`src/inc/ccs_pkg.sv`:
```
// Shared constants and types for the compare-skip and ALU execution block.
package ccs_pkg;
    // Register map, byte addresses on the AXI4-Lite bus.
    localparam logic [7:0] ADDR_ACC   = 8'h00;
    localparam logic [7:0] ADDR_FLAGS = 8'h04;
    localparam logic [7:0] ADDR_CMD   = 8'h08;
    localparam logic [7:0] ADDR_INFO  = 8'h0C;
    localparam logic [7:0] ADDR_WDOG  = 8'h10;
    localparam logic [7:0] ADDR_MEM   = 8'h40;
    localparam int         MEM_DEPTH  = 16;
    localparam int         WDOG_W     = 8;
    localparam int         PS_W       = 4;
    // Flag bit positions and their value after reset.
    localparam int         FLG_C      = 0;
    localparam int         FLG_HALF   = 1;
    localparam int         FLG_Z      = 2;
    localparam int         FLG_OV     = 3;
    localparam int         FLG_N      = 4;
    localparam int         FLG_EXP    = 5;
    localparam int         FLG_SLP    = 6;
    localparam logic [6:0] FLAGS_RST  = 7'h60;
    localparam logic [6:0] FLAGS_SW   = 7'h1F;
    // Command word fields.
    localparam int         CMD_OP     = 0;
    localparam int         CMD_DEST   = 3;
    localparam int         CMD_ADDR   = 4;
    localparam int         CMD_TWO    = 8;
    // Decimal adjust constants.
    localparam logic [3:0] BCD_MAX    = 4'h9;
    localparam logic [8:0] BCD_FIX_LO = 9'h006;
    localparam logic [8:0] BCD_FIX_HI = 9'h060;
    localparam logic [1:0] RESP_OKAY  = 2'h0;
    localparam logic [1:0] RESP_ERR   = 2'h2;

    typedef enum logic [2:0] {
        OP_CSEQ = 3'h0,
        OP_CSGT = 3'h1,
        OP_CSLT = 3'h2,
        OP_INV  = 3'h3,
        OP_ZERO = 3'h4,
        OP_DADJ = 3'h5,
        OP_KICK = 3'h6,
        OP_NOP  = 3'h7
    } ccs_op_t;

    typedef enum logic [1:0] {
        ST_IDLE  = 2'h0,
        ST_EXEC  = 2'h1,
        ST_SKIP1 = 2'h3,
        ST_SKIP2 = 2'h2
    } ccs_state_t;
endpackage

```
`src/inc/ccs_alu_if.sv`:
```
// Operand and result bundle between the sequencer and the ALU.
`timescale 1ns/1ps
interface ccs_alu_if;
    import ccs_pkg::*;
    ccs_op_t    op;
    logic [7:0] fval;
    logic [7:0] acc;
    logic       c_in;
    logic       half_in;
    logic [7:0] result;
    logic       skip;
    logic       c_out;
    logic       z_out;
    logic       n_out;
    modport alu  (input op, fval, acc, c_in, half_in, output result, skip, c_out, z_out, n_out);
    modport core (output op, fval, acc, c_in, half_in, input result, skip, c_out, z_out, n_out);
endinterface

```
`src/rtl/ccs_alu.sv`:
```
// Combinational datapath: compares, complement, clear and decimal adjust.
`timescale 1ns/1ps
module ccs_alu
    import ccs_pkg::*;
(
    ccs_alu_if.alu a
);
    logic [8:0] diff;
    logic [8:0] tmp;

    // Compares are done by a 9-bit subtraction so the borrow gives the unsigned order.
    always_comb begin
        diff    = {1'b0, a.fval} - {1'b0, a.acc};
        tmp     = 9'h000;
        a.result = 8'h00;
        a.skip  = 1'b0;
        a.c_out = a.c_in;
        case (a.op)
            OP_CSEQ: a.skip = (diff == 9'h000);
            OP_CSGT: a.skip = !diff[8] && (diff != 9'h000);
            OP_CSLT: a.skip = diff[8];
            OP_INV:  a.result = ~a.fval;
            OP_ZERO: a.result = 8'h00;
            OP_DADJ: begin
                // Low nibble carry ripples into the high nibble, as a packed BCD sum needs.
                tmp = {1'b0, a.acc};
                if (tmp[3:0] > BCD_MAX || a.half_in) begin
                    tmp = tmp + BCD_FIX_LO;
                end
                if (tmp[7:4] > BCD_MAX || a.c_in || tmp[8]) begin
                    tmp = tmp + BCD_FIX_HI;
                    a.c_out = 1'b1;
                end
                a.result = tmp[7:0];
            end
            default: a.result = 8'h00;
        endcase
        a.z_out = (a.result == 8'h00);
        a.n_out = a.result[7];
    end
endmodule

```
`src/rtl/ccs_core.sv`:
```
// Instruction sequencer with skip handling, watchdog and AXI4-Lite register slave.
`timescale 1ns/1ps
// What this block does
// - Compare-equal skips next instruction when equal
// - Compare-greater skips when byte strictly larger unsigned
// - Compare-less skips when byte strictly smaller unsigned
// - Skip costs one or two extra cycles
// - Invert byte to accumulator or register
// - Decimal adjust adds six per nibble
// - Watchdog kick clears counters, sets status bits
// - Zero register clears byte, sets zero flag
module ccs_core
    import ccs_pkg::*;
#(
    parameter int DEPTH = MEM_DEPTH,
    parameter int WDW   = WDOG_W,
    parameter int PSW   = PS_W
) (
    input  wire logic             aclk,
    input  wire logic             aresetn,
    input  wire logic [7:0]       s_axi_awaddr,
    input  wire logic             s_axi_awvalid,
    output logic                  s_axi_awready,
    input  wire logic [31:0]      s_axi_wdata,
    input  wire logic [3:0]       s_axi_wstrb,
    input  wire logic             s_axi_wvalid,
    output logic                  s_axi_wready,
    output logic [1:0]            s_axi_bresp,
    output logic                  s_axi_bvalid,
    input  wire logic             s_axi_bready,
    input  wire logic [7:0]       s_axi_araddr,
    input  wire logic             s_axi_arvalid,
    output logic                  s_axi_arready,
    output logic [31:0]           s_axi_rdata,
    output logic [1:0]            s_axi_rresp,
    output logic                  s_axi_rvalid,
    input  wire logic             s_axi_rready
);
    ccs_alu_if alu_bus ();

    ccs_state_t state, next_state;
    logic [7:0] acc, next_acc;
    logic [6:0] flags, next_flags;
    logic [7:0] mem [DEPTH];
    logic [7:0] next_mem [DEPTH];
    logic [8:0] cmd, next_cmd;
    logic [1:0] last_cycles, next_last_cycles;
    logic [WDW-1:0] wdog_count, next_wdog_count;
    logic [PSW-1:0] post, next_post;
    logic [7:0] aw_addr, next_aw_addr;
    logic [8:0] w_data, next_w_data;
    logic [1:0] w_strb, next_w_strb;
    logic       next_awready, next_wready, next_bvalid, next_arready, next_rvalid;
    logic [1:0] next_bresp, next_rresp;
    logic [31:0] next_rdata;
    logic       do_write;
    logic [$clog2(DEPTH)-1:0] fidx;

    // Tell whether a bus address is a word-aligned entry inside the data memory array.
    function automatic logic mem_hit(input logic [7:0] addr);
        return addr >= ADDR_MEM && addr < ADDR_MEM + 8'(DEPTH * 4) && addr[1:0] == 2'h0;
    endfunction

    assign fidx          = cmd[CMD_ADDR +: $clog2(DEPTH)];
    assign alu_bus.op    = ccs_op_t'(cmd[CMD_OP +: 3]);
    assign alu_bus.fval  = mem[fidx];
    assign alu_bus.acc   = acc;
    assign alu_bus.c_in  = flags[FLG_C];
    assign alu_bus.half_in = flags[FLG_HALF];

    ccs_alu u_alu (
        .a (alu_bus)
    );

    // A bus write waits while an instruction is in flight, so skipped cycles stay quiet.
    assign do_write = !s_axi_awready && !s_axi_wready && !s_axi_bvalid && state == ST_IDLE;

    // Sequencer, watchdog and register writes.
    always_comb begin
        next_state       = state;
        next_acc         = acc;
        next_flags       = flags;
        next_mem         = mem;
        next_cmd         = cmd;
        next_last_cycles = last_cycles;
        next_post        = post + 1'b1;
        next_wdog_count  = (post == '1) ? wdog_count + 1'b1 : wdog_count;
        if (post == '1 && wdog_count == '1) begin
            next_flags[FLG_EXP] = 1'b0;
        end
        case (state)
            ST_IDLE: begin
                if (do_write && w_strb[0]) begin
                    if (aw_addr == ADDR_ACC) begin
                        next_acc = w_data[7:0];
                    end else if (aw_addr == ADDR_FLAGS) begin
                        // Built on next_flags so an expiry in this cycle is not lost.
                        next_flags = (next_flags & ~FLAGS_SW) | (w_data[6:0] & FLAGS_SW);
                    end else if (aw_addr == ADDR_CMD) begin
                        next_cmd   = {w_strb[1] & w_data[CMD_TWO], w_data[7:0]};
                        next_state = ST_EXEC;
                    end else if (mem_hit(aw_addr)) begin
                        next_mem[aw_addr[2 +: $clog2(DEPTH)]] = w_data[7:0];
                    end
                end
            end
            ST_EXEC: begin
                next_last_cycles = 2'h1;
                next_state = alu_bus.skip ? ST_SKIP1 : ST_IDLE;
                case (alu_bus.op)
                    OP_INV: begin
                        if (cmd[CMD_DEST]) begin
                            next_mem[fidx] = alu_bus.result;
                        end else begin
                            next_acc = alu_bus.result;
                        end
                        next_flags[FLG_Z] = alu_bus.z_out;
                        next_flags[FLG_N] = alu_bus.n_out;
                    end
                    OP_ZERO: begin
                        next_mem[fidx]    = alu_bus.result;
                        next_flags[FLG_Z] = 1'b1;
                    end
                    OP_DADJ: begin
                        next_acc          = alu_bus.result;
                        next_flags[FLG_C] = alu_bus.c_out;
                    end
                    OP_KICK: begin
                        next_wdog_count     = '0;
                        next_post           = '0;
                        next_flags[FLG_EXP] = 1'b1;
                        next_flags[FLG_SLP] = 1'b1;
                    end
                    default: next_acc = acc;
                endcase
            end
            ST_SKIP1: begin
                // Discarded word: only the cycle count, the state and the free-running watchdog move.
                next_last_cycles = 2'h2;
                next_state = cmd[CMD_TWO] ? ST_SKIP2 : ST_IDLE;
            end
            ST_SKIP2: begin
                next_last_cycles = 2'h3;
                next_state = ST_IDLE;
            end
            default: next_state = ST_IDLE;
        endcase
    end

    // AXI4-Lite handshakes; the read answer is registered one cycle after the address.
    always_comb begin
        next_awready = s_axi_awready;
        next_wready  = s_axi_wready;
        next_bvalid  = s_axi_bvalid;
        next_bresp   = s_axi_bresp;
        next_aw_addr = aw_addr;
        next_w_data  = w_data;
        next_w_strb  = w_strb;
        next_arready = s_axi_arready;
        next_rvalid  = s_axi_rvalid;
        next_rdata   = s_axi_rdata;
        next_rresp   = s_axi_rresp;
        if (s_axi_awvalid && s_axi_awready) begin
            next_awready = 1'b0;
            next_aw_addr = s_axi_awaddr;
        end
        if (s_axi_wvalid && s_axi_wready) begin
            next_wready = 1'b0;
            next_w_data = s_axi_wdata[8:0];
            next_w_strb = s_axi_wstrb[1:0];
        end
        if (do_write) begin
            next_bvalid = 1'b1;
            next_bresp  = (aw_addr <= ADDR_WDOG || mem_hit(aw_addr)) ? RESP_OKAY : RESP_ERR;
        end
        if (s_axi_bvalid && s_axi_bready) begin
            next_bvalid  = 1'b0;
            next_awready = 1'b1;
            next_wready  = 1'b1;
        end
        if (s_axi_arvalid && s_axi_arready) begin
            next_arready = 1'b0;
            next_rvalid  = 1'b1;
            next_rresp   = RESP_OKAY;
            if (s_axi_araddr == ADDR_ACC) begin
                next_rdata = {24'h000000, acc};
            end else if (s_axi_araddr == ADDR_FLAGS) begin
                next_rdata = {25'h0, flags};
            end else if (s_axi_araddr == ADDR_CMD) begin
                next_rdata = {23'h0, cmd};
            end else if (s_axi_araddr == ADDR_INFO) begin
                next_rdata = {28'h0000000, last_cycles, state};
            end else if (s_axi_araddr == ADDR_WDOG) begin
                next_rdata = 32'(wdog_count);
            end else if (mem_hit(s_axi_araddr)) begin
                next_rdata = {24'h000000, mem[s_axi_araddr[2 +: $clog2(DEPTH)]]};
            end else begin
                next_rdata = 32'h00000000;
                next_rresp = RESP_ERR;
            end
        end
        if (s_axi_rvalid && s_axi_rready) begin
            next_rvalid  = 1'b0;
            next_arready = 1'b1;
        end
    end

    // Register stage for all state.
    always_ff @(posedge aclk) begin
        if (!aresetn) begin
            state         <= ST_IDLE;
            acc           <= 8'h00;
            flags         <= FLAGS_RST;
            cmd           <= 9'h000;
            last_cycles   <= 2'h0;
            wdog_count    <= '0;
            post          <= '0;
            aw_addr       <= 8'h00;
            w_data        <= 9'h000;
            w_strb        <= 2'h0;
            s_axi_awready <= 1'b1;
            s_axi_wready  <= 1'b1;
            s_axi_bvalid  <= 1'b0;
            s_axi_bresp   <= RESP_OKAY;
            s_axi_arready <= 1'b1;
            s_axi_rvalid  <= 1'b0;
            s_axi_rdata   <= 32'h00000000;
            s_axi_rresp   <= RESP_OKAY;
            for (int i = 0; i < DEPTH; i++) begin
                mem[i] <= 8'h00;
            end
        end else begin
            state         <= next_state;
            acc           <= next_acc;
            flags         <= next_flags;
            cmd           <= next_cmd;
            last_cycles   <= next_last_cycles;
            wdog_count    <= next_wdog_count;
            post          <= next_post;
            aw_addr       <= next_aw_addr;
            w_data        <= next_w_data;
            w_strb        <= next_w_strb;
            s_axi_awready <= next_awready;
            s_axi_wready  <= next_wready;
            s_axi_bvalid  <= next_bvalid;
            s_axi_bresp   <= next_bresp;
            s_axi_arready <= next_arready;
            s_axi_rvalid  <= next_rvalid;
            s_axi_rdata   <= next_rdata;
            s_axi_rresp   <= next_rresp;
            mem           <= next_mem;
        end
    end
endmodule

```
`config.mk`:
```
export PLATFORM = sky130hd
export DESIGN_NAME = ccs_core
export DESIGN_NICKNAME = d
export VERILOG_FILES = /design/src/inc/ccs_pkg.sv /design/src/inc/ccs_alu_if.sv /design/src/rtl/ccs_alu.sv /design/src/rtl/ccs_core.sv
export SDC_FILE = /design/constraint.sdc
export NUM_CORES = 1
export LEC_CHECK = 0
export ABC_AREA = 1
export BUFFER_PORTS_ARGS = -buffer_cell sky130_fd_sc_hd__buf_4
export CELL_PAD_IN_SITES_DETAIL_PLACEMENT = 1
export CELL_PAD_IN_SITES_GLOBAL_PLACEMENT = 1
export CORE_ASPECT_RATIO = 1.2
export CORE_MARGIN = 4
export CORE_UTILIZATION = 35
export DETAILED_ROUTE_END_ITERATION = 7
export PLACE_DENSITY = 0.72
export SLEW_MARGIN = 10
export SYNTH_ARGS = -nofsm -noshare
export SYNTH_HDL_FRONTEND = slang
export SYNTH_SLANG_ARGS = --single-unit
```
`constraint.sdc`:
```
create_clock -name aclk -period 6.7 [get_ports aclk]
set_input_delay 1.34 -clock aclk [delete_from_list [all_inputs] [get_ports aclk]]
set_output_delay 1.34 -clock aclk [all_outputs]
set_load 0.01 [all_outputs]
```
---- Word-level counts from Yosys, hierarchy flattened ----
Index checks and enable logic that the tools add are counted.
W data, S select, Z words.
word-level totals
  register bits after elaboration ......... 228
  input port bits ......................... 59
  output and inout bits ................... 41
  word-level logic and storage cells ...... 213
operators by class
  $add $sub $neg .......................... 5
  $lt $le $gt $ge ......................... 12
  equal/unequal tests ..................... 33
  mux-type cells .......................... 68
  bitwise logic cells ..................... 9
  reduce and logical (&&, ||, !) cells .... 47
operators with widths
  operator               number
  $mux W128              6
  $pmux W128 S2          2
  $bwmux W128            2
  $mux W8                16
  $bmux W8 S4            2
  $demux W8 S4           2
  $pmux W8 S2            3
  $mux W9                5
  $mux W2                14
  $reduce_and A5 Y1      5
  $eq A8 B4 Y1 const B   3
  $logic_not A8 Y1       3
  $mux W7                3
  $ne A2 B1 Y1 const B   9
  $logic_and A1 B1 Y1    17
  $eq A8 B3 Y1 const B   2
  $ge A8 B7 Y1 const B   2
  $lt A8 B8 Y1 const B   2
  $ge A5 B5 Y1 const B   3
  $not A4 Y5             3
  $lt A5 B1 Y1 const B   2
  $add A8 B3 Y9 const B  1
  $eq A3 B3 Y1 const B   3
  $logic_not A9 Y1       1
  38 further kinds       63

---- Depth between registers and ports, before layout ----
  depth after elaboration ................. 13
  mapped depth ............................ 23
  gate-level depth less buffers ........... 22

---- Cells and area by module ----
Synthesis repeated with hierarchy kept, for this count alone.
unflattened totals
  cells, all modules ...................... 2109
  area, all modules ....................... 12901.1 um^2
by module, submodules not included
  module    instances  cells each  area an instance (um^2)  sequential area each (um^2)
  ccs_core  1          1951        12032.8                  4063.9
  ccs_alu   1          158         868.3                    0.0

---- Worst setup path before layout ----
No wires, ideal clock.
  kind .................................... input port to flip-flop
  from .................................... in s_axi_araddr[2]
  to ...................................... reg s_axi_rdata[0]
  setup time .............................. 71 ps
  arrival ................................. 2921 ps
  required time ........................... 6629 ps
  path slack .............................. 3709 ps
  stages on the path ...................... 14
  buffers on the path ..................... 2
  cells stage by stage .................... clkbuf_1 nand2_1 inv_1 clkbuf_1 nand2_1 nand4_1 nor2_1 o211ai_1 nand2_1 nand2_1 nand2_1 nand2_1 nand2_1 a21oi_1
on the way
  longest elaborated chain between the ends .. 10
RTL lines
  what                                        line             source
  from (decl)                                 ccs_core.sv:31   input wire logic [7:0] s_axi_araddr,
  $not A4 Y5 (not written as such)            ccs_core.sv:196  next_rdata = {24'h000000, mem[s_axi_araddr[2 +: $clog2(DEPTH)]]};
  $bmux W8 S4                                 ccs_core.sv:196
  $mux W8 (not written as such) (2 in a row)  ccs_core.sv:196
  $mux W8                                     ccs_core.sv:195  end else if (mem_hit(s_axi_araddr)) begin
  $mux W8                                     ccs_core.sv:193  end else if (s_axi_araddr == ADDR_WDOG) begin
  $mux W8                                     ccs_core.sv:191  end else if (s_axi_araddr == ADDR_INFO) begin
  $mux W9                                     ccs_core.sv:189  end else if (s_axi_araddr == ADDR_CMD) begin
  $mux W9                                     ccs_core.sv:187  end else if (s_axi_araddr == ADDR_FLAGS) begin
  $mux W9 (*)                                 ccs_core.sv:185  if (s_axi_araddr == ADDR_ACC) begin
  to (signal assigned)                        ccs_core.sv:249  s_axi_rdata <= next_rdata;
  to (decl)                                   ccs_core.sv:34   output logic [31:0] s_axi_rdata,
Mark *: on every way between the ends. The rest lies on a longest branch, timed or not. The select of a mux whose other input is x is not followed.
A chain may end at the register's enable or synchronous reset.

---- Worst setup path after layout ----
  from .................................... reg cmd[5]
  to ...................................... reg state[1]
on the way
  longest elaborated chain between the ends .. 10
RTL lines
  what                                                    line             source
  from (decl)                                             ccs_core.sv:46   logic [8:0] cmd, next_cmd;
  from (signal assigned)                                  ccs_core.sv:236  cmd <= next_cmd;
  $not A4 Y5 (not written as such) (*)                    ccs_core.sv:66   assign alu_bus.fval = mem[fidx];
  $bmux W8 S4 (*)                                         ccs_core.sv:66
  $mux W8 (not written as such) (*) (2 in a row)          ccs_core.sv:66
  $sub A8 B8 Y9 (*)                                       ccs_alu.sv:13    diff = {1'b0, a.fval} - {1'b0, a.acc};
  $reduce_bool A9 Y1 or $logic_not A1 Y1 (tied branches)  ccs_alu.sv:20    OP_CSGT: a.skip = !diff[8] && (diff != 9'h000);
  $logic_and A1 B1 Y1                                     ccs_alu.sv:20
  $pmux W1 S3 (*)                                         ccs_alu.sv:18    case (a.op)
  $mux W2 (*)                                             ccs_core.sv:109  next_state = alu_bus.skip ? ST_SKIP1 : ST_IDLE;
  $pmux W2 S4 (*)                                         ccs_core.sv:91   case (state)
  to (signal assigned)                                    ccs_core.sv:233  state <= next_state;
  to (decl)                                               ccs_core.sv:41   ccs_state_t state, next_state;
Marked as above.

==> implementation parameters <==
Parameter                              Value

STA
  Rel. slew slack ... 0.159
  Time the final worst path needs with I/O delays and setup ... 4.35 ns
  RSZ-0062 raised after global routing ... no
  Final number of setup-violating endpoints ... 0
  Maximum frequency from static timing analysis ... 230 MHz
  Slew Limit Fails ... 0
  Layout Skew ... 0.0212 ns
  Final-layout worst hold slack ... 0.451 ns
  Final number of hold-violating endpoints ... 0
  Setup TNS Final ... 0 ns
  Final setup margin ... 2.35 ns
  Slew of the pin with the lowest slew margin ... 1.26 ns
  Share of the clock period used by the worst path after layout ... 0.650

Routing
  1st-pass router iterations ... 5
  Starting DRC count in detailed routing ... 1117
  Count of vias placed by the detailed router ... 15140
  Total wire length after detailed routing ... 57700 um
  Drt via density ... 5.51
  Post-detailed-route wirelength per cell ... 21.0 um
  Drt drc ... 0
  Remaining antenna violation count after routing ... 0

Clocking
  Quantity of hold-fixing buffers added after cts ... 0
  Post-cts resize count ... 0
  Clk root buf ... sky130_fd_sc_hd__clkbuf_16
  Register clock-pin slew on the reported worst setup and hold paths ... 0.06 ns
  Buffers inserted by post-CTS timing repair ... 0
  Worst skew pair latency ... 0.55 ns
  Clock buffer count from CTS ... 25
  Clock buffer depth ... 3
  Clock tree from TritonCTS ... built
  Sinks on the clock net ... 203
  Total number of H-tree levels ... 1

Placement
  Number of cells after detailed placement ... 2707
  Standard cell area after detailed placement ... 13800 um^2
  Number of port buffers ... 49
  Worst setup slack before clock tree synthesis ... 2.34 ns
  Total half-perimeter wirelength after legalization and detailed placement ... 39900 um
  GP Congestion ... 0.927

Cells and area
  Share of final-layout standard cells stronger than drive strength 1 ... 0.0532
  Final Instance Area ... 14500 um^2
  Fin nets ... 2334
  Count of non-filler cells in the finished layout ... 2748
  Fin util ... 0.392
  Area growth from synthesis to layout ... 10.1%
  Inserted Diodes ... 0

Worst setup path
  Worst EP required ... 7.10 ns
  Arrival time at the worst endpoint ... 4.75 ns
  Most Frequent Cell on Critical Path ... sky130_fd_sc_hd__nand2_1
  Largest fanout on the critical path ... 20
  Kind of end point of the critical path ... flip-flop
  Critical path start-end classification ... flip-flop to flip-flop
  Critical-path cell list ... buf_4 -> inv_1 -> buf_4 -> nor2_1 -> inv_1 -> o22ai_1 -> o21ai_0 -> nand2_1 -> inv_1 -> nand2_1 -> ha_1 -> nand2_1 -> inv_1 -> nand3_1 -> o21ai_0 -> xor2_1 -> nor2_1 -> nand3_1 -> nand2_1 -> nand3_1 -> nand2_1 -> a21oi_1
  Stage delay of the slowest cell on the critical path ... 0.66 ns
  Family of cells with the greatest summed delay on the critical path ... buffers and inverters
  Flop2flop setup slack ... 2.35 ns
  Critical-path cell with the highest stage delay ... sky130_fd_sc_hd__inv_1
  Buffer and inverter count on the worst path ... 6
  CP startpoint kind ... flip-flop

Power
  IR drop worst, VDD ... 0.000151 V
  Areal power density over the cells ... 190 nW/um^2
  Power, Total ... 2.76 mW
  Leakage Power ... 6.77 nW

Synth
  Share of synthesized registers carrying an async set or reset ... 0
  Average cell area after synthesis ... 5.82 um^2
  Fraction of synthesized cell area taken by the top area cell type ... 0.308
  Flop and latch count out of synthesis ... 203
  Top post-synthesis cells by area ... sky130_fd_sc_hd__dfxtp_1, sky130_fd_sc_hd__nand2_1, sky130_fd_sc_hd__nor2_1
  Post-synthesis cell area ... 13200 um^2
  Unique cell type count in the Yosys netlist ... 44
  Main flop type after synthesis ... sky130_fd_sc_hd__dfxtp_1
  Yosys Warn Count ... 0
  Register area share after synthesis ... 0.308
  Number of standard cells after synthesis ... 2266
  Library cell with the largest summed area after synthesis ... sky130_fd_sc_hd__dfxtp_1
  Post-synth EDFFs ... 0

Job
  Number of max-cap violations ... 0

Global route
  Total overflow reported by the global router ... 0
  Vias in the first global route ... 14994
  Maximum number of pins on one net before global-route repair ... 98
  Total global routing track utilization ... 0.276
  Number of antenna violations at the first check in global routing ... 0
  Global-route wire length before repair ... 88000 um

Die
  Floorplan die height ... 221 um
  # rows ... 77
  Ports placed on the boundary ... 100
  Placeable core region ... 37100 um^2
  Die Area ... 40900 um^2
  Die Width ... 185 um
  Starting utilization of the core area ... 0.356

Worst hold path
  Min-Delay Path Class ... flip-flop to flip-flop

Outcome
  Outcome ... finished, final reports clean
## kinds of logic after synthesis
| family | after synthesis | share of synthesized area |
|---|---|---|
| compound gates | 438 | 0.179 |
| fa+ha+maj | 15 | 0.0148 |
| simple gates | 1234 | 0.379 |
| buf+inv | 369 | 0.115 |
| other cells | 1 | 0.000284 |
| flops | 203 | 0.308 |
| xor+xnor | 6 | 0.00398 |
## area by class of cell
cell class                 count  area, um^2
fill                        5048       22600
multi-input combinational   1718        7710
sequential                   203        4070
inverter                     244         916
clock buffer                  37         711
tap                          474         593
timing repair buffer          68         510
clock inverter                 4        20.0
## worst register-to-register path, delay by kind of cell (launching register included)
kind | cells | cell delay [ns]
AOI/OAI and AO/OA | 4 | 0.77
xor gates and xnor gates | 1 | 0.11
adders and majority gates | 1 | 0.38
buffers and inverters | 6 | 1.57
DFF | 1 | 0.30
and+or+nand+nor | 10 | 1.11
## power breakdown
part	switching [mW]	internal (mW)	leakage (nW)
registers	0.0145	1.22	1.64
clock network	0.552	0.725	0.362
logic	0.189	0.0551	4.77
total	0.756	2.00	6.77
## sequential cells by signal (all words and copies together) (netlist names)
name / cells
s_axi_arready: 1
flags: 7
s_axi_wready: 1
s_axi_rdata: 9
s_axi_bvalid: 1
s_axi_awready: 1
mem: 128
aw_addr: 8
s_axi_bresp: 1
w_strb: 2
post: 4
s_axi_rvalid: 1
s_axi_rresp: 1
w_data: 9
state: 2
last_cycles: 2
cmd: 9
acc: 8
wdog_count: 8
## placed cells by master (no fill, tap or decap), types with 4 or more instances in the layout
master,n
sky130_fd_sc_hd__ha_1,14
sky130_fd_sc_hd__nor3_1,8
sky130_fd_sc_hd__xor2_1,4
sky130_fd_sc_hd__o211ai_1,5
sky130_fd_sc_hd__nand4_4,9
sky130_fd_sc_hd__inv_1,240
sky130_fd_sc_hd__o21bai_1,5
sky130_fd_sc_hd__nand4_1,21
sky130_fd_sc_hd__clkbuf_1,8
sky130_fd_sc_hd__a31oi_1,13
sky130_fd_sc_hd__conb_1,25
sky130_fd_sc_hd__clkbuf_16,25
sky130_fd_sc_hd__dfxtp_1,202
sky130_fd_sc_hd__o21ai_0,131
sky130_fd_sc_hd__clkinv_2,4
sky130_fd_sc_hd__nor2_1,373
sky130_fd_sc_hd__nand3b_1,4
sky130_fd_sc_hd__o2111ai_1,5
sky130_fd_sc_hd__a21oi_1,208
sky130_fd_sc_hd__o22ai_1,54
sky130_fd_sc_hd__nand3_1,63
sky130_fd_sc_hd__nand2_1,746
sky130_fd_sc_hd__buf_4,68
sky130_fd_sc_hd__clkbuf_8,4
## layer usage
metal	global-route usage	up-vias	routed length, um
met3	0.0278	156	3520
met5	0	-	0
met2	0.464	529	26700
met4	0.144	0	3450
li1	-	7146	-
met1	0.350	7309	24100
## cells in the mapped netlist, types with 2 or more instances
| library cell | count |
|---|---|
| sky130_fd_sc_hd__nand4_4 | 9 |
| sky130_fd_sc_hd__o21bai_1 | 5 |
| sky130_fd_sc_hd__a22oi_1 | 3 |
| sky130_fd_sc_hd__nor3_1 | 8 |
| sky130_fd_sc_hd__nor2_1 | 374 |
| sky130_fd_sc_hd__a21oi_1 | 209 |
| sky130_fd_sc_hd__nor4_1 | 3 |
| sky130_fd_sc_hd__nand2_1 | 746 |
| sky130_fd_sc_hd__xor2_1 | 4 |
| sky130_fd_sc_hd__o211ai_1 | 5 |
| sky130_fd_sc_hd__o21a_1 | 2 |
| sky130_fd_sc_hd__nand3_1 | 63 |
| sky130_fd_sc_hd__buf_4 | 25 |
| sky130_fd_sc_hd__clkbuf_1 | 75 |
| sky130_fd_sc_hd__nand2_2 | 2 |
| sky130_fd_sc_hd__o21ai_0 | 131 |
| sky130_fd_sc_hd__inv_1 | 240 |
| sky130_fd_sc_hd__a31oi_1 | 13 |
| sky130_fd_sc_hd__o2111ai_1 | 5 |
| sky130_fd_sc_hd__buf_2 | 23 |
| sky130_fd_sc_hd__xnor2_1 | 2 |
| sky130_fd_sc_hd__inv_2 | 2 |
| sky130_fd_sc_hd__nand3b_1 | 4 |
| sky130_fd_sc_hd__a211oi_1 | 3 |
| sky130_fd_sc_hd__ha_1 | 14 |
| sky130_fd_sc_hd__clkinv_1 | 2 |
| sky130_fd_sc_hd__dfxtp_1 | 203 |
| sky130_fd_sc_hd__nand4_1 | 21 |
| sky130_fd_sc_hd__o21ai_1 | 2 |
| sky130_fd_sc_hd__o22ai_1 | 54 |
## path summary, 6_finish.rpt
kind / from / endpoint / depth (start not counted)
min: post[0] / post[0] / 1
max reg2reg: cmd[5] / state[1] / 22
min reg2reg: post[0] / post[0] / 1
max: cmd[5] / state[1] / 22
No activity file was read; power rests on OpenSTA's default activity.
